[src/hw/ref_path_pkg.sv]
// Constants and carrier types for the reference-path configuration bank.
// Assumes an AXI4-Lite master with 32-bit data; registers take one word each.
// Function
// - Doubler enable bit switches doubler in
// - Multiplier code selects factor, 1 bypasses
// - Post-divider is bits 11..4 of 0x0B
// - Pre-divider is bits 11..0 of 0x0C
// - Pump gain 625 uA steps, zero tri-states
// - Software reset restores all seven registers to reset values
package ref_path_pkg;

  // Printed offsets are register indices; byte address is four times these
  localparam logic [7:0] IDX_DOUBLER = 8'h09;
  localparam logic [7:0] IDX_REFERENCE_MULTIPLIER_FACTOR = 8'h0A;
  localparam logic [7:0] IDX_POST_DIV = 8'h0B;
  localparam logic [7:0] IDX_PRE_DIV = 8'h0C;
  localparam logic [7:0] IDX_FIXED_A = 8'h0D;
  localparam logic [7:0] IDX_CP_GAIN = 8'h0E;
  localparam logic [7:0] IDX_FIXED_B = 8'h0F;
  localparam logic [7:0] IDX_SOFT_RESET = 8'h00;

  localparam int unsigned SOFT_RESET_BIT = 1;
  localparam int unsigned DOUBLER_BIT = 12;
  localparam int unsigned MULTIPLIER_HIGH_RANGE_FLAG_BIT = 14;
  localparam int unsigned REFERENCE_MULTIPLIER_FACTOR_LSB = 7;
  localparam int unsigned POST_DIV_LSB = 4;
  localparam int unsigned PRE_DIV_LSB = 0;
  localparam int unsigned CP_GAIN_LSB = 3;

  localparam logic [15:0] RST_DOUBLER = 16'h0004;
  localparam logic [15:0] RST_REFERENCE_MULTIPLIER_FACTOR = 16'h10F8;
  localparam logic [15:0] RST_POST_DIV = 16'hB018;
  localparam logic [15:0] RST_PRE_DIV = 16'h5001;
  localparam logic [15:0] RST_FIXED_A = 16'h4000;
  localparam logic [15:0] RST_CP_GAIN = 16'h1840;
  localparam logic [15:0] RST_FIXED_B = 16'h060E;

  localparam logic [4:0] REFERENCE_MULTIPLIER_FACTOR_BYPASS = 5'h01;
  localparam logic [4:0] REFERENCE_MULTIPLIER_FACTOR_MIN = 5'h03;
  localparam logic [4:0] REFERENCE_MULTIPLIER_FACTOR_MAX = 5'h07;
  localparam logic [1:0] RESP_OKAY = 2'h0;
  localparam logic [1:0] RESP_SLVERR = 2'h2;

  // Settings delivered to the analog reference path
  typedef struct packed {
    logic doubler_en;
    logic reference_multiplier_factor_high_range;
    logic reference_multiplier_factor_bypass;
    logic [4:0] reference_multiplier_factor_factor;
    logic [7:0] post_div;
    logic [11:0] pre_div;
    logic [3:0] cp_gain;
    logic cp_tristate;
  } ref_path_cfg_t;

  typedef struct packed {
    logic [15:0] doubler;
    logic [15:0] reference_multiplier_factor;
    logic [15:0] post_div;
    logic [15:0] pre_div;
    logic [15:0] fixed_a;
    logic [15:0] cp_gain;
    logic [15:0] fixed_b;
  } reg_file_t;

endpackage

[src/hw/reference_path_config_regs.sv]
// AXI4-Lite register bank driving the reference path and charge pump settings.
// Assumes a single-clock system with one outstanding write and one read.
`timescale 1ns/10ps
`default_nettype none
module reference_path_config_regs #(
  parameter int ADDR_W = 8
) (
  input wire logic aclk,
  input wire logic aresetn,
  input wire logic [ADDR_W-1:0] s_axi_awaddr,
  input wire logic [2:0] s_axi_awprot,
  input wire logic s_axi_awvalid,
  output logic s_axi_awready,
  input wire logic [31:0] s_axi_wdata,
  input wire logic [3:0] s_axi_wstrb,
  input wire logic s_axi_wvalid,
  output logic s_axi_wready,
  output logic [1:0] s_axi_bresp,
  output logic s_axi_bvalid,
  input wire logic s_axi_bready,
  input wire logic [ADDR_W-1:0] s_axi_araddr,
  input wire logic [2:0] s_axi_arprot,
  input wire logic s_axi_arvalid,
  output logic s_axi_arready,
  output logic [31:0] s_axi_rdata,
  output logic [1:0] s_axi_rresp,
  output logic s_axi_rvalid,
  input wire logic s_axi_rready,
  output var ref_path_pkg::ref_path_cfg_t cfg
);

  // Index decode reads address bits 9..2; narrower buses cannot reach the bank
  if (ADDR_W < 6 || ADDR_W > 16) begin : g_bad_addr_w
    $error("ADDR_W must be 6 to 16");
  end

  typedef struct packed {
    ref_path_pkg::reg_file_t regs;
    ref_path_pkg::ref_path_cfg_t cfg;
    logic aw_held;
    logic [ADDR_W-1:0] aw_addr;
    logic w_held;
    logic [31:0] w_data;
    logic [3:0] w_strb;
    logic bvalid;
    logic [1:0] bresp;
    logic rvalid;
    logic [31:0] rdata;
    logic [1:0] rresp;
    // Readies live in flops so no gate sits between a register and the bus
    logic awready;
    logic wready;
    logic arready;
  } state_t;

  state_t s_q;
  state_t s_d;

  function automatic ref_path_pkg::reg_file_t reset_regs();
    ref_path_pkg::reg_file_t r;
    r.doubler = ref_path_pkg::RST_DOUBLER;
    r.reference_multiplier_factor = ref_path_pkg::RST_REFERENCE_MULTIPLIER_FACTOR;
    r.post_div = ref_path_pkg::RST_POST_DIV;
    r.pre_div = ref_path_pkg::RST_PRE_DIV;
    r.fixed_a = ref_path_pkg::RST_FIXED_A;
    r.cp_gain = ref_path_pkg::RST_CP_GAIN;
    r.fixed_b = ref_path_pkg::RST_FIXED_B;
    return r;
  endfunction

  // Word index of a byte address; only aligned words are mapped
  function automatic logic [7:0] word_index(input logic [ADDR_W-1:0] a);
    logic [15:0] wide;
    wide = 16'(a);
    return wide[9:2];
  endfunction

  function automatic logic mapped(input logic [ADDR_W-1:0] a);
    logic [7:0] i;
    logic [15:0] wide;
    i = word_index(a);
    wide = 16'(a);
    // Unaligned or aliased addresses are refused rather than folded onto a register
    return (wide[1:0] == 2'h0) && (wide[15:10] == 6'h00)
      && ((i == ref_path_pkg::IDX_SOFT_RESET)
      || (i >= ref_path_pkg::IDX_DOUBLER && i <= ref_path_pkg::IDX_FIXED_B));
  endfunction

  // Byte-lane merge of the low 16 bits
  function automatic logic [15:0] merge(input logic [15:0] old, input logic [31:0] d,
                                        input logic [3:0] st);
    logic [15:0] m;
    m[7:0] = st[0] ? d[7:0] : old[7:0];
    m[15:8] = st[1] ? d[15:8] : old[15:8];
    return m;
  endfunction

  function automatic ref_path_pkg::ref_path_cfg_t decode(input ref_path_pkg::reg_file_t r);
    ref_path_pkg::ref_path_cfg_t c;
    c.doubler_en = r.doubler[ref_path_pkg::DOUBLER_BIT];
    c.reference_multiplier_factor_high_range = r.doubler[ref_path_pkg::MULTIPLIER_HIGH_RANGE_FLAG_BIT];
    c.reference_multiplier_factor_factor = r.reference_multiplier_factor[ref_path_pkg::REFERENCE_MULTIPLIER_FACTOR_LSB +: 5];
    // Unused and discouraged codes also bypass, so a bad setting never multiplies oddly
    c.reference_multiplier_factor_bypass = (c.reference_multiplier_factor_factor < ref_path_pkg::REFERENCE_MULTIPLIER_FACTOR_MIN)
      || (c.reference_multiplier_factor_factor > ref_path_pkg::REFERENCE_MULTIPLIER_FACTOR_MAX);
    c.post_div = r.post_div[ref_path_pkg::POST_DIV_LSB +: 8];
    c.pre_div = r.pre_div[ref_path_pkg::PRE_DIV_LSB +: 12];
    c.cp_gain = r.cp_gain[ref_path_pkg::CP_GAIN_LSB +: 4];
    c.cp_tristate = (c.cp_gain == 4'h0);
    return c;
  endfunction

  always_comb begin
    logic do_write;
    logic [7:0] idx;
    logic [15:0] nv;
    do_write = 1'b0;
    idx = 8'h00;
    nv = 16'h0000;
    s_d = s_q;
    if (s_axi_awvalid && !s_q.aw_held) begin
      s_d.aw_held = 1'b1;
      s_d.aw_addr = s_axi_awaddr;
    end
    if (s_axi_wvalid && !s_q.w_held) begin
      s_d.w_held = 1'b1;
      s_d.w_data = s_axi_wdata;
      s_d.w_strb = s_axi_wstrb;
    end
    if (s_q.bvalid && s_axi_bready) begin
      s_d.bvalid = 1'b0;
    end
    // Both halves are held and no response pending: commit the write
    if (s_q.aw_held && s_q.w_held && !s_q.bvalid) begin
      do_write = mapped(s_q.aw_addr);
      s_d.aw_held = 1'b0;
      s_d.w_held = 1'b0;
      s_d.bvalid = 1'b1;
      s_d.bresp = mapped(s_q.aw_addr) ? ref_path_pkg::RESP_OKAY : ref_path_pkg::RESP_SLVERR;
      idx = word_index(s_q.aw_addr);
    end
    if (do_write) begin
      unique case (idx)
        ref_path_pkg::IDX_DOUBLER: begin
          s_d.regs.doubler = merge(s_q.regs.doubler, s_q.w_data, s_q.w_strb);
        end
        ref_path_pkg::IDX_REFERENCE_MULTIPLIER_FACTOR: begin
          s_d.regs.reference_multiplier_factor = merge(s_q.regs.reference_multiplier_factor, s_q.w_data, s_q.w_strb);
        end
        ref_path_pkg::IDX_POST_DIV: begin
          s_d.regs.post_div = merge(s_q.regs.post_div, s_q.w_data, s_q.w_strb);
        end
        ref_path_pkg::IDX_PRE_DIV: begin
          s_d.regs.pre_div = merge(s_q.regs.pre_div, s_q.w_data, s_q.w_strb);
        end
        ref_path_pkg::IDX_FIXED_A: begin
          s_d.regs.fixed_a = merge(s_q.regs.fixed_a, s_q.w_data, s_q.w_strb);
        end
        ref_path_pkg::IDX_CP_GAIN: begin
          s_d.regs.cp_gain = merge(s_q.regs.cp_gain, s_q.w_data, s_q.w_strb);
        end
        ref_path_pkg::IDX_FIXED_B: begin
          s_d.regs.fixed_b = merge(s_q.regs.fixed_b, s_q.w_data, s_q.w_strb);
        end
        ref_path_pkg::IDX_SOFT_RESET: begin
          nv = merge(16'h0000, s_q.w_data, s_q.w_strb);
          if (nv[ref_path_pkg::SOFT_RESET_BIT]) begin
            s_d.regs = reset_regs();
          end
        end
        default: begin
        end
      endcase
    end
    if (s_q.rvalid && s_axi_rready) begin
      s_d.rvalid = 1'b0;
    end
    // A read is taken only while no read data is waiting
    if (s_axi_arvalid && !s_q.rvalid) begin
      s_d.rvalid = 1'b1;
      s_d.rresp = mapped(s_axi_araddr) ? ref_path_pkg::RESP_OKAY : ref_path_pkg::RESP_SLVERR;
      unique case (word_index(s_axi_araddr))
        ref_path_pkg::IDX_DOUBLER: s_d.rdata = {16'h0000, s_q.regs.doubler};
        ref_path_pkg::IDX_REFERENCE_MULTIPLIER_FACTOR: s_d.rdata = {16'h0000, s_q.regs.reference_multiplier_factor};
        ref_path_pkg::IDX_POST_DIV: s_d.rdata = {16'h0000, s_q.regs.post_div};
        ref_path_pkg::IDX_PRE_DIV: s_d.rdata = {16'h0000, s_q.regs.pre_div};
        ref_path_pkg::IDX_FIXED_A: s_d.rdata = {16'h0000, s_q.regs.fixed_a};
        ref_path_pkg::IDX_CP_GAIN: s_d.rdata = {16'h0000, s_q.regs.cp_gain};
        ref_path_pkg::IDX_FIXED_B: s_d.rdata = {16'h0000, s_q.regs.fixed_b};
        default: s_d.rdata = 32'h0000_0000;
      endcase
      if (!mapped(s_axi_araddr)) begin
        s_d.rdata = 32'h0000_0000;
      end
    end
    s_d.awready = !s_d.aw_held;
    s_d.wready = !s_d.w_held;
    s_d.arready = !s_d.rvalid;
    s_d.cfg = decode(s_d.regs);
  end

  always_ff @(posedge aclk) begin
    if (!aresetn) begin
      s_q <= '0;
      s_q.regs <= reset_regs();
      s_q.cfg <= decode(reset_regs());
      s_q.awready <= 1'b1;
      s_q.wready <= 1'b1;
      s_q.arready <= 1'b1;
    end else begin
      s_q <= s_d;
    end
  end

  // Ready is registered: each channel accepts one item while its holding slot is empty
  assign s_axi_awready = s_q.awready;
  assign s_axi_wready = s_q.wready;
  assign s_axi_bvalid = s_q.bvalid;
  assign s_axi_bresp = s_q.bresp;
  assign s_axi_arready = s_q.arready;
  assign s_axi_rvalid = s_q.rvalid;
  assign s_axi_rdata = s_q.rdata;
  assign s_axi_rresp = s_q.rresp;
  assign cfg = s_q.cfg;

endmodule
`default_nettype wire

[config.mk]
export PLATFORM = sky130hd
export DESIGN_NAME = reference_path_config_regs
export DESIGN_NICKNAME = d
export VERILOG_FILES = /design/src/hw/ref_path_pkg.sv /design/src/hw/reference_path_config_regs.sv
export SDC_FILE = /design/constraint.sdc
export NUM_CORES = 1
export LEC_CHECK = 0
export BUFFER_PORTS_ARGS = -buffer_cell sky130_fd_sc_hd__buf_2
export CORE_MARGIN = 2
export CORE_UTILIZATION = 40
export DETAILED_ROUTE_END_ITERATION = 8
export GPL_ROUTABILITY_DRIVEN = 0
export SYNTH_ARGS = -nofsm -noshare
export SYNTH_HDL_FRONTEND = slang
export SYNTH_SLANG_ARGS = --single-unit
[constraint.sdc]
create_clock -name aclk -period 2.29 [get_ports aclk]
set_input_delay 0.3435 -clock aclk [delete_from_list [all_inputs] [get_ports aclk]]
set_output_delay 0.3435 -clock aclk [all_outputs]
set_load 0.01 [all_outputs]
Word-level counts from Yosys, hierarchy flattened. Index checks and enable logic that the tools add are counted.

$lt $le $gt $ge: 6. Eq/ne operators: 29. Mux-type cells: 30. Reductions and logical operators: 49.

Operator list (count): $pmux W16 S2 (7); $mux W112 (1); $pmux W16 S7 (1); $mux W111 (1); $eq A8 B4 Y1 const B (7); $reduce_and A4 Y1 (14); $mux W8 (6); $eq A6 B4 Y1 const B (7); $mux W37 (1); $mux W35 (1); $mux W32 (1); $ne A2 B2 Y1 const B (15); $reduce_bool A2 Y1 (8); $ge A6 B4 Y1 const B (2); $le A6 B4 Y1 const B (2); $logic_not A6 Y1 (2); $logic_and A1 B1 Y1 (11); $mux W9 (1); $logic_not A8 Y1 (1); $logic_not A1 Y1 (7); $mux W2 (3); $mux W6 (1); $gt A5 B3 Y1 const B (1); $lt A5 B2 Y1 const B (1); 5 further kinds (12).

Bits in registers: 203. Input port bits: 65. Word-level logic and storage cells: 151.

Logic depth before layout (Yosys ltp). Gate-level depths: netlist of the first run.

Depth in word-level cells: 8. Gate-level depth with buffers: 9. Depth with buffers taken out: 6.

Worst setup path after synthesis of the first run. No wires, ideal clock.

Path kind: register -> register. Start point: register s_q (netlist bit s_axi_bvalid). End point: register cfg[30] (netlist name). Setup time: 0.064 ns. Arrival time: 1.802 ns. Data required time: 2.226 ns. Setup slack: 0.424 ns. Stages on the path, launching flop included: 8. Period minus slack after synthesis: 1.866 ns. Cell sequence: dfxtp_1 -> nand3b_2 -> a21oi_2 -> buf_2 -> o22ai_1 -> a221oi_1 -> o21ai_0 -> nand4_1.

Word-level cells in the longest chain between the ends: 8. Elaborated cells between the ends (all ways): 11. Those cells by class: order compare (2); eq/ne (1); mux (4); reduce/logical (4).

Ends and longest elaborated chain: start: declaration (RTL line reference_path_config_regs.sv:56) `state_t s_q;`; $logic_not A1 Y1 * (RTL line reference_path_config_regs.sv:134) `if (s_q.aw_held && s_q.w_held && !s_q.bvalid) begin`; $logic_and A1 B1 Y1 * (RTL line reference_path_config_regs.sv:134); $mux W6 (RTL line reference_path_config_regs.sv:134); $eq A8 B4 Y1 or $logic_not A8 Y1 (tied branches); $pmux W16 S2 (RTL line reference_path_config_regs.sv:143) `unique case (idx)`; $mux W111 * (RTL line reference_path_config_regs.sv:142) `if (do_write) begin`; $lt A5 B2 Y1 or $gt A5 B3 Y1 (tied branches) (RTL line reference_path_config_regs.sv:104, reference_path_config_regs.sv:105); $logic_or A1 B1 Y1 * (RTL line reference_path_config_regs.sv:105) `|| (c.reference_multiplier_factor_factor > ref_path_pkg::REFERENCE_MULTIPLIER_FACTOR_MAX);`.

Mark *: on every way between the ends. The rest lies on a longest branch, timed or not. A chain may end at the register's enable or synchronous reset.

Final worst setup path of the first run.
Start point: register s_q[84] (netlist name). End point: register s_q[146] (netlist name).

Word-level cells in the longest chain between the ends: 6. Elaborated cells between the ends (all ways): 15. Those cells by class: order compare (2); eq/ne (3); mux (3); reduce/logical (7).

Ends and longest elaborated chain: $ge A6 B4 Y1 or $le A6 B4 Y1 (tied branches) (RTL line reference_path_config_regs.sv:86) `|| (i >= ref_path_pkg::IDX_DOUBLER && i <= ref_path_pkg::IDX_FIXED_B));`; $logic_and A1 B1 Y1 (RTL line reference_path_config_regs.sv:86); $logic_or A1 B1 Y1 (RTL line reference_path_config_regs.sv:86); $logic_and A1 B1 Y1 (RTL line reference_path_config_regs.sv:85) `&& ((i == ref_path_pkg::IDX_SOFT_RESET)`; $mux W1 (RTL line reference_path_config_regs.sv:134); $reduce_and A4 Y1 (no line).

Several ways; a longest one is shown, not always the timed one.

==> metrics.md, run 1 <==
| Metric | Value |
|---|---|
| Placed cell count | about 1200 |
| Critical path class | reg2reg |
| H-tree depth reported by CTS | 4 |
| Number of global-route vias before repair | approximately 5900 |
| Setup bufs post-CTS | 0 |
| Cell taking the most area after synthesis | sky130_fd_sc_hd__dfxtp_1 |
| Crit Path Max Fanout | 6 |
| Syn. warnings | 0 |
| Worst Reg-to-Reg Cells | 6 |
| CTS buffer count | 17 |
| Layout cells sized above 1 | between 20% and 30% |
| DRT iter0 DRCs | slightly above 600 |
| Highest attainable clock frequency | between 400 and 500 MHz |
| CTS clock-pin slew for the worst setup and hold paths | approximately 0.070 ns |
| Leakage power summed over all cells | approximately 3.4 nW |
| Number of failing setup endpoints in the final timing report | 0 |
| Worst skew pair latency | 0.43 ns |
| Detailed Place HPWL | 14.9 mm |
| CTS root buf | sky130_fd_sc_hd__clkbuf_16 |
| Final Max Tran Viols | 0 |
| Internal power | approximately 0.0048 W |
| Setup TNS | 0 ns |
| Start point of the critical path | s_q[84] |
| Result of the run | complete, no violations |
| Die outline height | 146 um |
| Starting density of the core | 41.2% |
| Worst Path Required | approximately 2.7 ns |
| Grt ovf | 0 |
| Clock sink total | between 150 and 200 |
| Number of iterations in the first detailed-routing pass | 5 |
| Capture point of the worst path | s_q[146] |
| DRC Markers | 0 |
| Worst hold margin | 0.154 ns |
| Clock share of power | between 40% and 50% |
| Least-Margin Pin Slew | slightly below 0.7 ns |
| Wire length of the first global-routing pass | around 34 mm |
| Ports | ~140 |
| Number of non-filler instances in the completed layout | around 1200 |
| Post-synth EDFFs | 0 |
| Worst-case clock skew | between 0.01 and 0.015 ns |
| Synth Register Bits | around 170 |
| Sequential cell area | ~3300 um^2 |
| Most frequently used flop master after synthesis | sky130_fd_sc_hd__dfxtp_1 |
| Startpoint of the tightest hold check path | s_axi_wdata[10] |
| Startpoint type of the worst setup path | flop |
| Area of the die | roughly 21000 um^2 |
| Final Routed Wirelength | around 21 mm |
| Reg2reg start | s_q[84] |
| Final net count | about 1000 |
| Share of the yosys chip area belonging to registers | between 40% and 50% |
| Sw power | 0.00146 W |
| Cells taking the most area after synthesis | sky130_fd_sc_hd__dfxtp_1 41%, sky130_fd_sc_hd__nor2b_1 9.0%, sky130_fd_sc_hd__mux2i_1 8.2% |
| Setup slack of the most critical reg-to-reg path | between 0.15 and 0.2 ns |
| CTS tree | yes |
| Horizontal extent of the die | ~150 um |
| Post-place setup slack | between 0.1 and 0.15 ns |
| Combinational cell fraction of total power | 6.2% |
| Area of the multi-input gates | 4050 um^2 |
| Mean area per synthesized cell | roughly 9.3 um^2 |
| Layout area overhead | 14.9% |
| Hold-critical path depth | 3 |
| End of the worst register-to-register path | s_q[146] |
| Average detailed-routed wire length per instance | 17.8 um |
| Cell Rows | a little over 50 |
| Leading post-synthesis cells by instance count | 165 x sky130_fd_sc_hd__dfxtp_1, 116 x sky130_fd_sc_hd__nor2b_1, 72 x sky130_fd_sc_hd__buf_4, 67 x sky130_fd_sc_hd__nand2_1, 66 x sky130_fd_sc_hd__mux2i_1 |
| Crit path capture type | flop |
| Pwr dens | ~680 nW/um^2 |
| Relative contribution of sequential cells to total power | about 48% |
| Core Box Area | a little under 20000 um^2 |
| Via count | about 6300 |
| Total of max-cap violations | 0 |
| Unrepaired setup endpoints after global routing | false |
| Most instantiated library cell after synthesis | sky130_fd_sc_hd__dfxtp_1 |
| Hold Fails Final Rpt | 0 |
| Final critical-path required period | approximately 2.1 ns |
| Number of antenna violations at the first check in global routing | 0 |
| Max transition margin | around 55% |
| Async S/R FF share, synth | 0% |
| Portion of synthesized cell area occupied by the leading cell type | 41.0% |
| Worst hold path type | in2reg |
| Smallest setup slack after layout | 0.164 ns |
| Mapped Area | approximately 8100 um^2 |
| CTS max path bufs | 2 |
| Part of the cycle the worst path needs | 92.9% |
| Maximum number of pins on one net before global-route repair | 80 |
| Switching share of power | between 20% and 30% |
| Overall Global Routing Usage | 19.9% |
| PortBufs | between 90 and 100 |
| Fill cell total of the finished layout | ~1900 |
| Synth unique cells | 69 |
| Arrival time reported for the critical path endpoint | around 2.5 ns |
| Number of nets with antenna violations after routing | 0 |
| Inserted Diodes | 0 |
| Highest ir drop seen on vdd | between 500 and 600 uV |
| Count of mapped cells out of synthesis | about 860 |
| Ratio of routed vias to standard cells | 5.29 |
==> layer usage <==
metal	GRT usage (%)	up-vias	wire length [um]
met4	4.80	0	222
met3	5.74	24	1590
met5	0	-	0
li1	-	3084	-
met1	29.1	2962	10500
met2	28.8	232	8950
==> logic make-up after synthesis <==
logic type                share of synthesized area (%)
xor gates and xnor gates                          0.217
DFF                                                41.0
muxes                                              8.75
AOI/OAI and AO/OA                                  18.3
and+or+nand+nor                                    21.8
buffers and inverters                              9.84
other                                            0.0465
==> worst min path at each step <==
| stage | end | slack, ns |
|---|---|---|
| global placement | s_axi_rdata[15] | 0.44 |
| CTS | s_q[52] | 0.15 |
| global route | s_q[42] | 0.15 |
| floorplan | s_axi_rdata[15] | 0.44 |
| finish | s_q[55] | 0.15 |
| detailed placement | s_axi_rdata[15] | 0.45 |
==> worst max-delay path, stage by stage (launching register included) <==
cell                      delay, ns
sky130_fd_sc_hd__dfxtp_1       0.38
sky130_fd_sc_hd__or4_4         0.55
sky130_fd_sc_hd__nor2_4        0.17
sky130_fd_sc_hd__and3_1        0.30
sky130_fd_sc_hd__and2_1        0.36
sky130_fd_sc_hd__a22oi_1       0.15
sky130_fd_sc_hd__nor2b_1       0.14
==> sequential cells by signal (all words and copies together), names as in the netlist <==
register	cells
s_axi_wready	1
s_axi_rdata	16
s_axi_awready	1
s_axi_bresp	1
cfg	2
s_q	140
s_axi_rresp	1
s_axi_arready	1
s_axi_bvalid	1
s_axi_rvalid	1
==> placed cells by master (no fill, tap or decap), types with 22 or more instances in the layout <==
cell / synthesis / routed
sky130_fd_sc_hd__dfxtp_1: 165 / 165
sky130_fd_sc_hd__nor2b_1: 116 / 115
sky130_fd_sc_hd__buf_2: 13 / 95
sky130_fd_sc_hd__nand2_1: 67 / 67
sky130_fd_sc_hd__mux2i_1: 66 / 66
sky130_fd_sc_hd__a22oi_1: 54 / 54
sky130_fd_sc_hd__buf_4: 72 / 34
sky130_fd_sc_hd__a21oi_1: 25 / 25
sky130_fd_sc_hd__a31oi_1: 25 / 25
sky130_fd_sc_hd__nor2_1: 23 / 23
sky130_fd_sc_hd__and2_1: 22 / 22
==> what timing repair did <==
| action | 4_1_cts | 5_1_grt |
|---|---|---|
| hold buffers | 0 | 0 |
| resized for setup | 0 | 4 |
| setup endpoints to repair | 0 | 6 |
==> per-stage QoR <==
step	total power, W	utilization, %	instance area [um^2]
finish	0.00625	47.3	9260
global route	0.00647	47.3	9260
CTS	0.00631	47.2	9240
detailed placement	0.00342	44.2	8650
global placement	0.00342	44.2	8650
floorplan	0.00330	-	8130
==> cell type report <==
class	count	share of cell area, %
Multi-Input combinational cell	585	43.7
Inverter	5	0.203
Clock buffer	19	4.68
Timing Repair Buffer	141	10.5
Sequential cell	165	35.7
Tap cell	265	3.58
Clock inverter	12	1.68
==> power groups by stage <==
stage	logic, W	registers (W)	clock network (W)
global route	0.000428	0.00298	0.00307
detailed placement	0.000386	0.00303	0
CTS	0.000387	0.00297	0.00295
floorplan	0.000291	0.00301	0
global placement	0.000384	0.00303	0
finish	0.000388	0.00297	0.00289
(Power assumes the default switching activity.)
==> inputs of run 2 (changes only) <==
BUFFER_PORTS_ARGS = -buffer_cell sky130_fd_sc_hd__clkbuf_2   (was -buffer_cell sky130_fd_sc_hd__buf_2)
==> metrics.md, run 2 (synthesis results as in run 1) <==
| Metric | Value |
|---|---|
| Highest ir drop seen on vdd | 519 uV (was 506 uV) |
| Number of global-route vias before repair | 5880 (was 5886) |
| Crit Path Max Fanout | 7 (was 6) |
| Layout cells sized above 1 | 22.5% (about the same) |
| CTS buffer count | 17 (unchanged) |
| Fill cell total of the finished layout | 1878 (was 1902) |
| Least-Margin Pin Slew | 0.704 ns (was 0.677 ns) |
| Grt ovf | 0 (unchanged) |
| Die outline height | 146 um (unchanged) |
| Crit path capture type | flop (unchanged) |
| Setup TNS | 0 ns (unchanged) |
| Detailed Place HPWL | 15.0 mm (was 14.9 mm) |
| Clock sink total | 165 (unchanged) |
| Number of failing setup endpoints in the final timing report | 0 (unchanged) |
| Inserted Diodes | 0 (unchanged) |
| Total of max-cap violations | 0 (unchanged) |
| Hold Fails Final Rpt | 0 (unchanged) |
| Pwr dens | 674 nW/um^2 (was 675 nW/um^2) |
| Critical path class | reg2reg (unchanged) |
| Number of antenna violations at the first check in global routing | 0 (unchanged) |
| Final net count | 983 (was 980) |
| Area of the multi-input gates | 4050 um^2 (about the same) |
| Worst-case clock skew | 0.00953 ns (was 0.0101 ns) |
| Core Box Area | 19600 um^2 (unchanged) |
| Most frequent cells in the layout | 165 x sky130_fd_sc_hd__dfxtp_1, 116 x sky130_fd_sc_hd__nor2b_1, 95 x sky130_fd_sc_hd__clkbuf_2 (was 165 x sky130_fd_sc_hd__dfxtp_1, 115 x sky130_fd_sc_hd__nor2b_1, 95 x sky130_fd_sc_hd__buf_2) |
| PortBufs | 96 (unchanged) |
| CTS tree | yes (unchanged) |
| Worst skew pair latency | 0.43 ns (about the same) |
| Sw power | 0.00143 W (was 0.00146 W) |
| Part of the cycle the worst path needs | 94.6% (was 92.9%) |
| Arrival time reported for the critical path endpoint | 2.46 ns (was 2.49 ns) |
| DRC Markers | 0 (unchanged) |
| Ports | 139 (unchanged) |
| Relative contribution of sequential cells to total power | 47.6% (about the same) |
| Post-place instance area | 8680 um^2 (was 8650 um^2) |
| Number of iterations in the first detailed-routing pass | 5 (unchanged) |
| CTS max path bufs | 2 (unchanged) |
| Area of the die | 21300 um^2 (unchanged) |
| Leakage power summed over all cells | 3.34 nW (was 3.35 nW) |
| Critical-path cell with the highest stage delay | sky130_fd_sc_hd__dfxtp_1 (was sky130_fd_sc_hd__or4_4) |
| Most frequent standard cell in the layout excluding fill and tap cells | sky130_fd_sc_hd__dfxtp_1 (unchanged) |
| Largest register FFs | 140 (unchanged) |
| H-tree depth reported by CTS | 4 (unchanged) |
| CTS root buf | sky130_fd_sc_hd__clkbuf_16 (unchanged) |
| Worst hold path type | in2reg (unchanged) |
| Maximum number of pins on one net before global-route repair | 79 (was 80) |
| Setup bufs post-CTS | 0 (unchanged) |
| Layout Cell Area excl Fill | 9280 um^2 (was 9260 um^2) |
| Switching share of power | 22.9% (was 23.3%) |
| CP Cell Sequence | buf_4 > nor2b_1 > and3_1 > and4b_1 > a221oi_1 > o21ai_0 > nand4_1 (was or4_4 > nor2_4 > and3_1 > and2_1 > a22oi_1 > nor2b_1) |
| Clock share of power | 46.1% (was 46.2%) |
| Result of the run | complete, no violations (unchanged) |
| Layout area overhead | 15.1% (was 14.9%) |
| Via count | 6331 (was 6302) |
| Worst Path Required | 2.58 ns (was 2.65 ns) |
| Internal power | 0.00482 W (was 0.00479 W) |
| Number of nets with antenna violations after routing | 0 (unchanged) |
| Final Routed Wirelength | 21.6 mm (was 21.3 mm) |
| Overall Global Routing Usage | 20.1% (was 19.9%) |
| Final critical-path required period | 2.17 ns (was 2.13 ns) |
| Final Max Tran Viols | 0 (unchanged) |
| DRT iter0 DRCs | 656 (was 615) |
| Ratio of routed vias to standard cells | 5.30 (was 5.29) |
| Cell Rows | 51 (unchanged) |
| Average detailed-routed wire length per instance | 18.0 um (was 17.8 um) |
| Max transition margin | 53.0% (was 54.9%) |
| CTS clock-pin slew for the worst setup and hold paths | 0.06 ns (was 0.07 ns) |
| Wire length of the first global-routing pass | 34.2 mm (was 33.7 mm) |
| Worst stage delay on the critical path | 0.46 ns (was 0.55 ns) |
| Starting density of the core | 41.2% (unchanged) |
| Highest attainable clock frequency | 462 MHz (was 470 MHz) |
| Horizontal extent of the die | 146 um (unchanged) |
| Sequential cell area | 3300 um^2 (unchanged) |
| Most flops, register | s_q (unchanged) |
| Startpoint type of the worst setup path | flop (unchanged) |
| Combinational cell fraction of total power | 6.3% (was 6.2%) |
run 2: changes by cell type in the layout (fill, tap and decap cells not counted), moves of 2 or more:
cell / delta
sky130_fd_sc_hd__buf_4: +3
sky130_fd_sc_hd__clkbuf_2: +95
sky130_fd_sc_hd__buf_2: -95
sky130_fd_sc_hd__clkbuf_1: +2
sky130_fd_sc_hd__inv_6: -2
run 2: per-stage QoR:
step	utilization, %	hold WS [ns]	setup slack, ns	std cells	power (W)
2_1_floorplan	-	0.435	0.424	881	0.00330
3_3_place_gp	44.3	0.445	0.147	1164	0.00342
3_5_place_dp	44.3	0.458	0.104	1164	0.00343
4_1_cts	47.3	0.135	0.0866	1195	0.00629
5_1_grt	47.4	0.149	-0.0152	1195	0.00647
6_report	47.4	0.139	0.124	1195	0.00625
run 2: power groups by stage:
stage | logic, W | registers (W) | clock network [W]
detailed placement | 0.000391 | 0.00304 | 0
global placement | 0.000389 | 0.00303 | 0
floorplan | 0.000291 | 0.00301 | 0
finish | 0.000394 | 0.00297 | 0.00288
global route | 0.000433 | 0.00298 | 0.00305
CTS | 0.000393 | 0.00297 | 0.00293
run 2: worst max-delay path: cells and delay by family, from the launching register on:
kind,cells,cell delay (ns)
AO/OA/AOI/OAI,2,0.28
flip-flops,1,0.46
AND/OR/NAND/NOR,4,1.10
buffers and inverters,1,0.20
run 2: path summary, 6_finish.rpt:
kind                            cells past startpoint              end  slack [ns]       startpoint
worst max-delay path                                7          cfg[30]        0.12          s_q[81]
worst max register to register                      7          cfg[30]        0.12          s_q[81]
worst min-delay path                                3          s_q[55]        0.14  s_axi_wdata[10]
worst min register to register                      2  s_axi_rdata[15]        0.46  s_axi_rdata[15]
run 2: cell type report:
| type | instances | share of cell area [%] |
|---|---|---|
| multi-input combinational | 585 | 43.6 |
| timing repair buffer | 144 | 10.7 |
| tap | 265 | 3.57 |
| inverter | 5 | 0.202 |
| clock inverter | 9 | 1.39 |
| clock buffer | 22 | 4.89 |
| sequential | 165 | 35.6 |
run 2: timing repair:
item | 4_1_cts | 5_1_grt
hold buffers | 0 | 0
endpoints found under the setup margin | 0 | 5
resized for setup | 0 | 3
run 2: per-layer routing:
layer / global-route usage (%) / wire length, um / up-vias
li1: - / - / 3098
met2: 28.7 / 9020 / 218
met5: 0 / 0 / -
met1: 30.3 / 10900 / 2996
met3: 4.55 / 1470 / 19
met4: 5.15 / 211 / 0
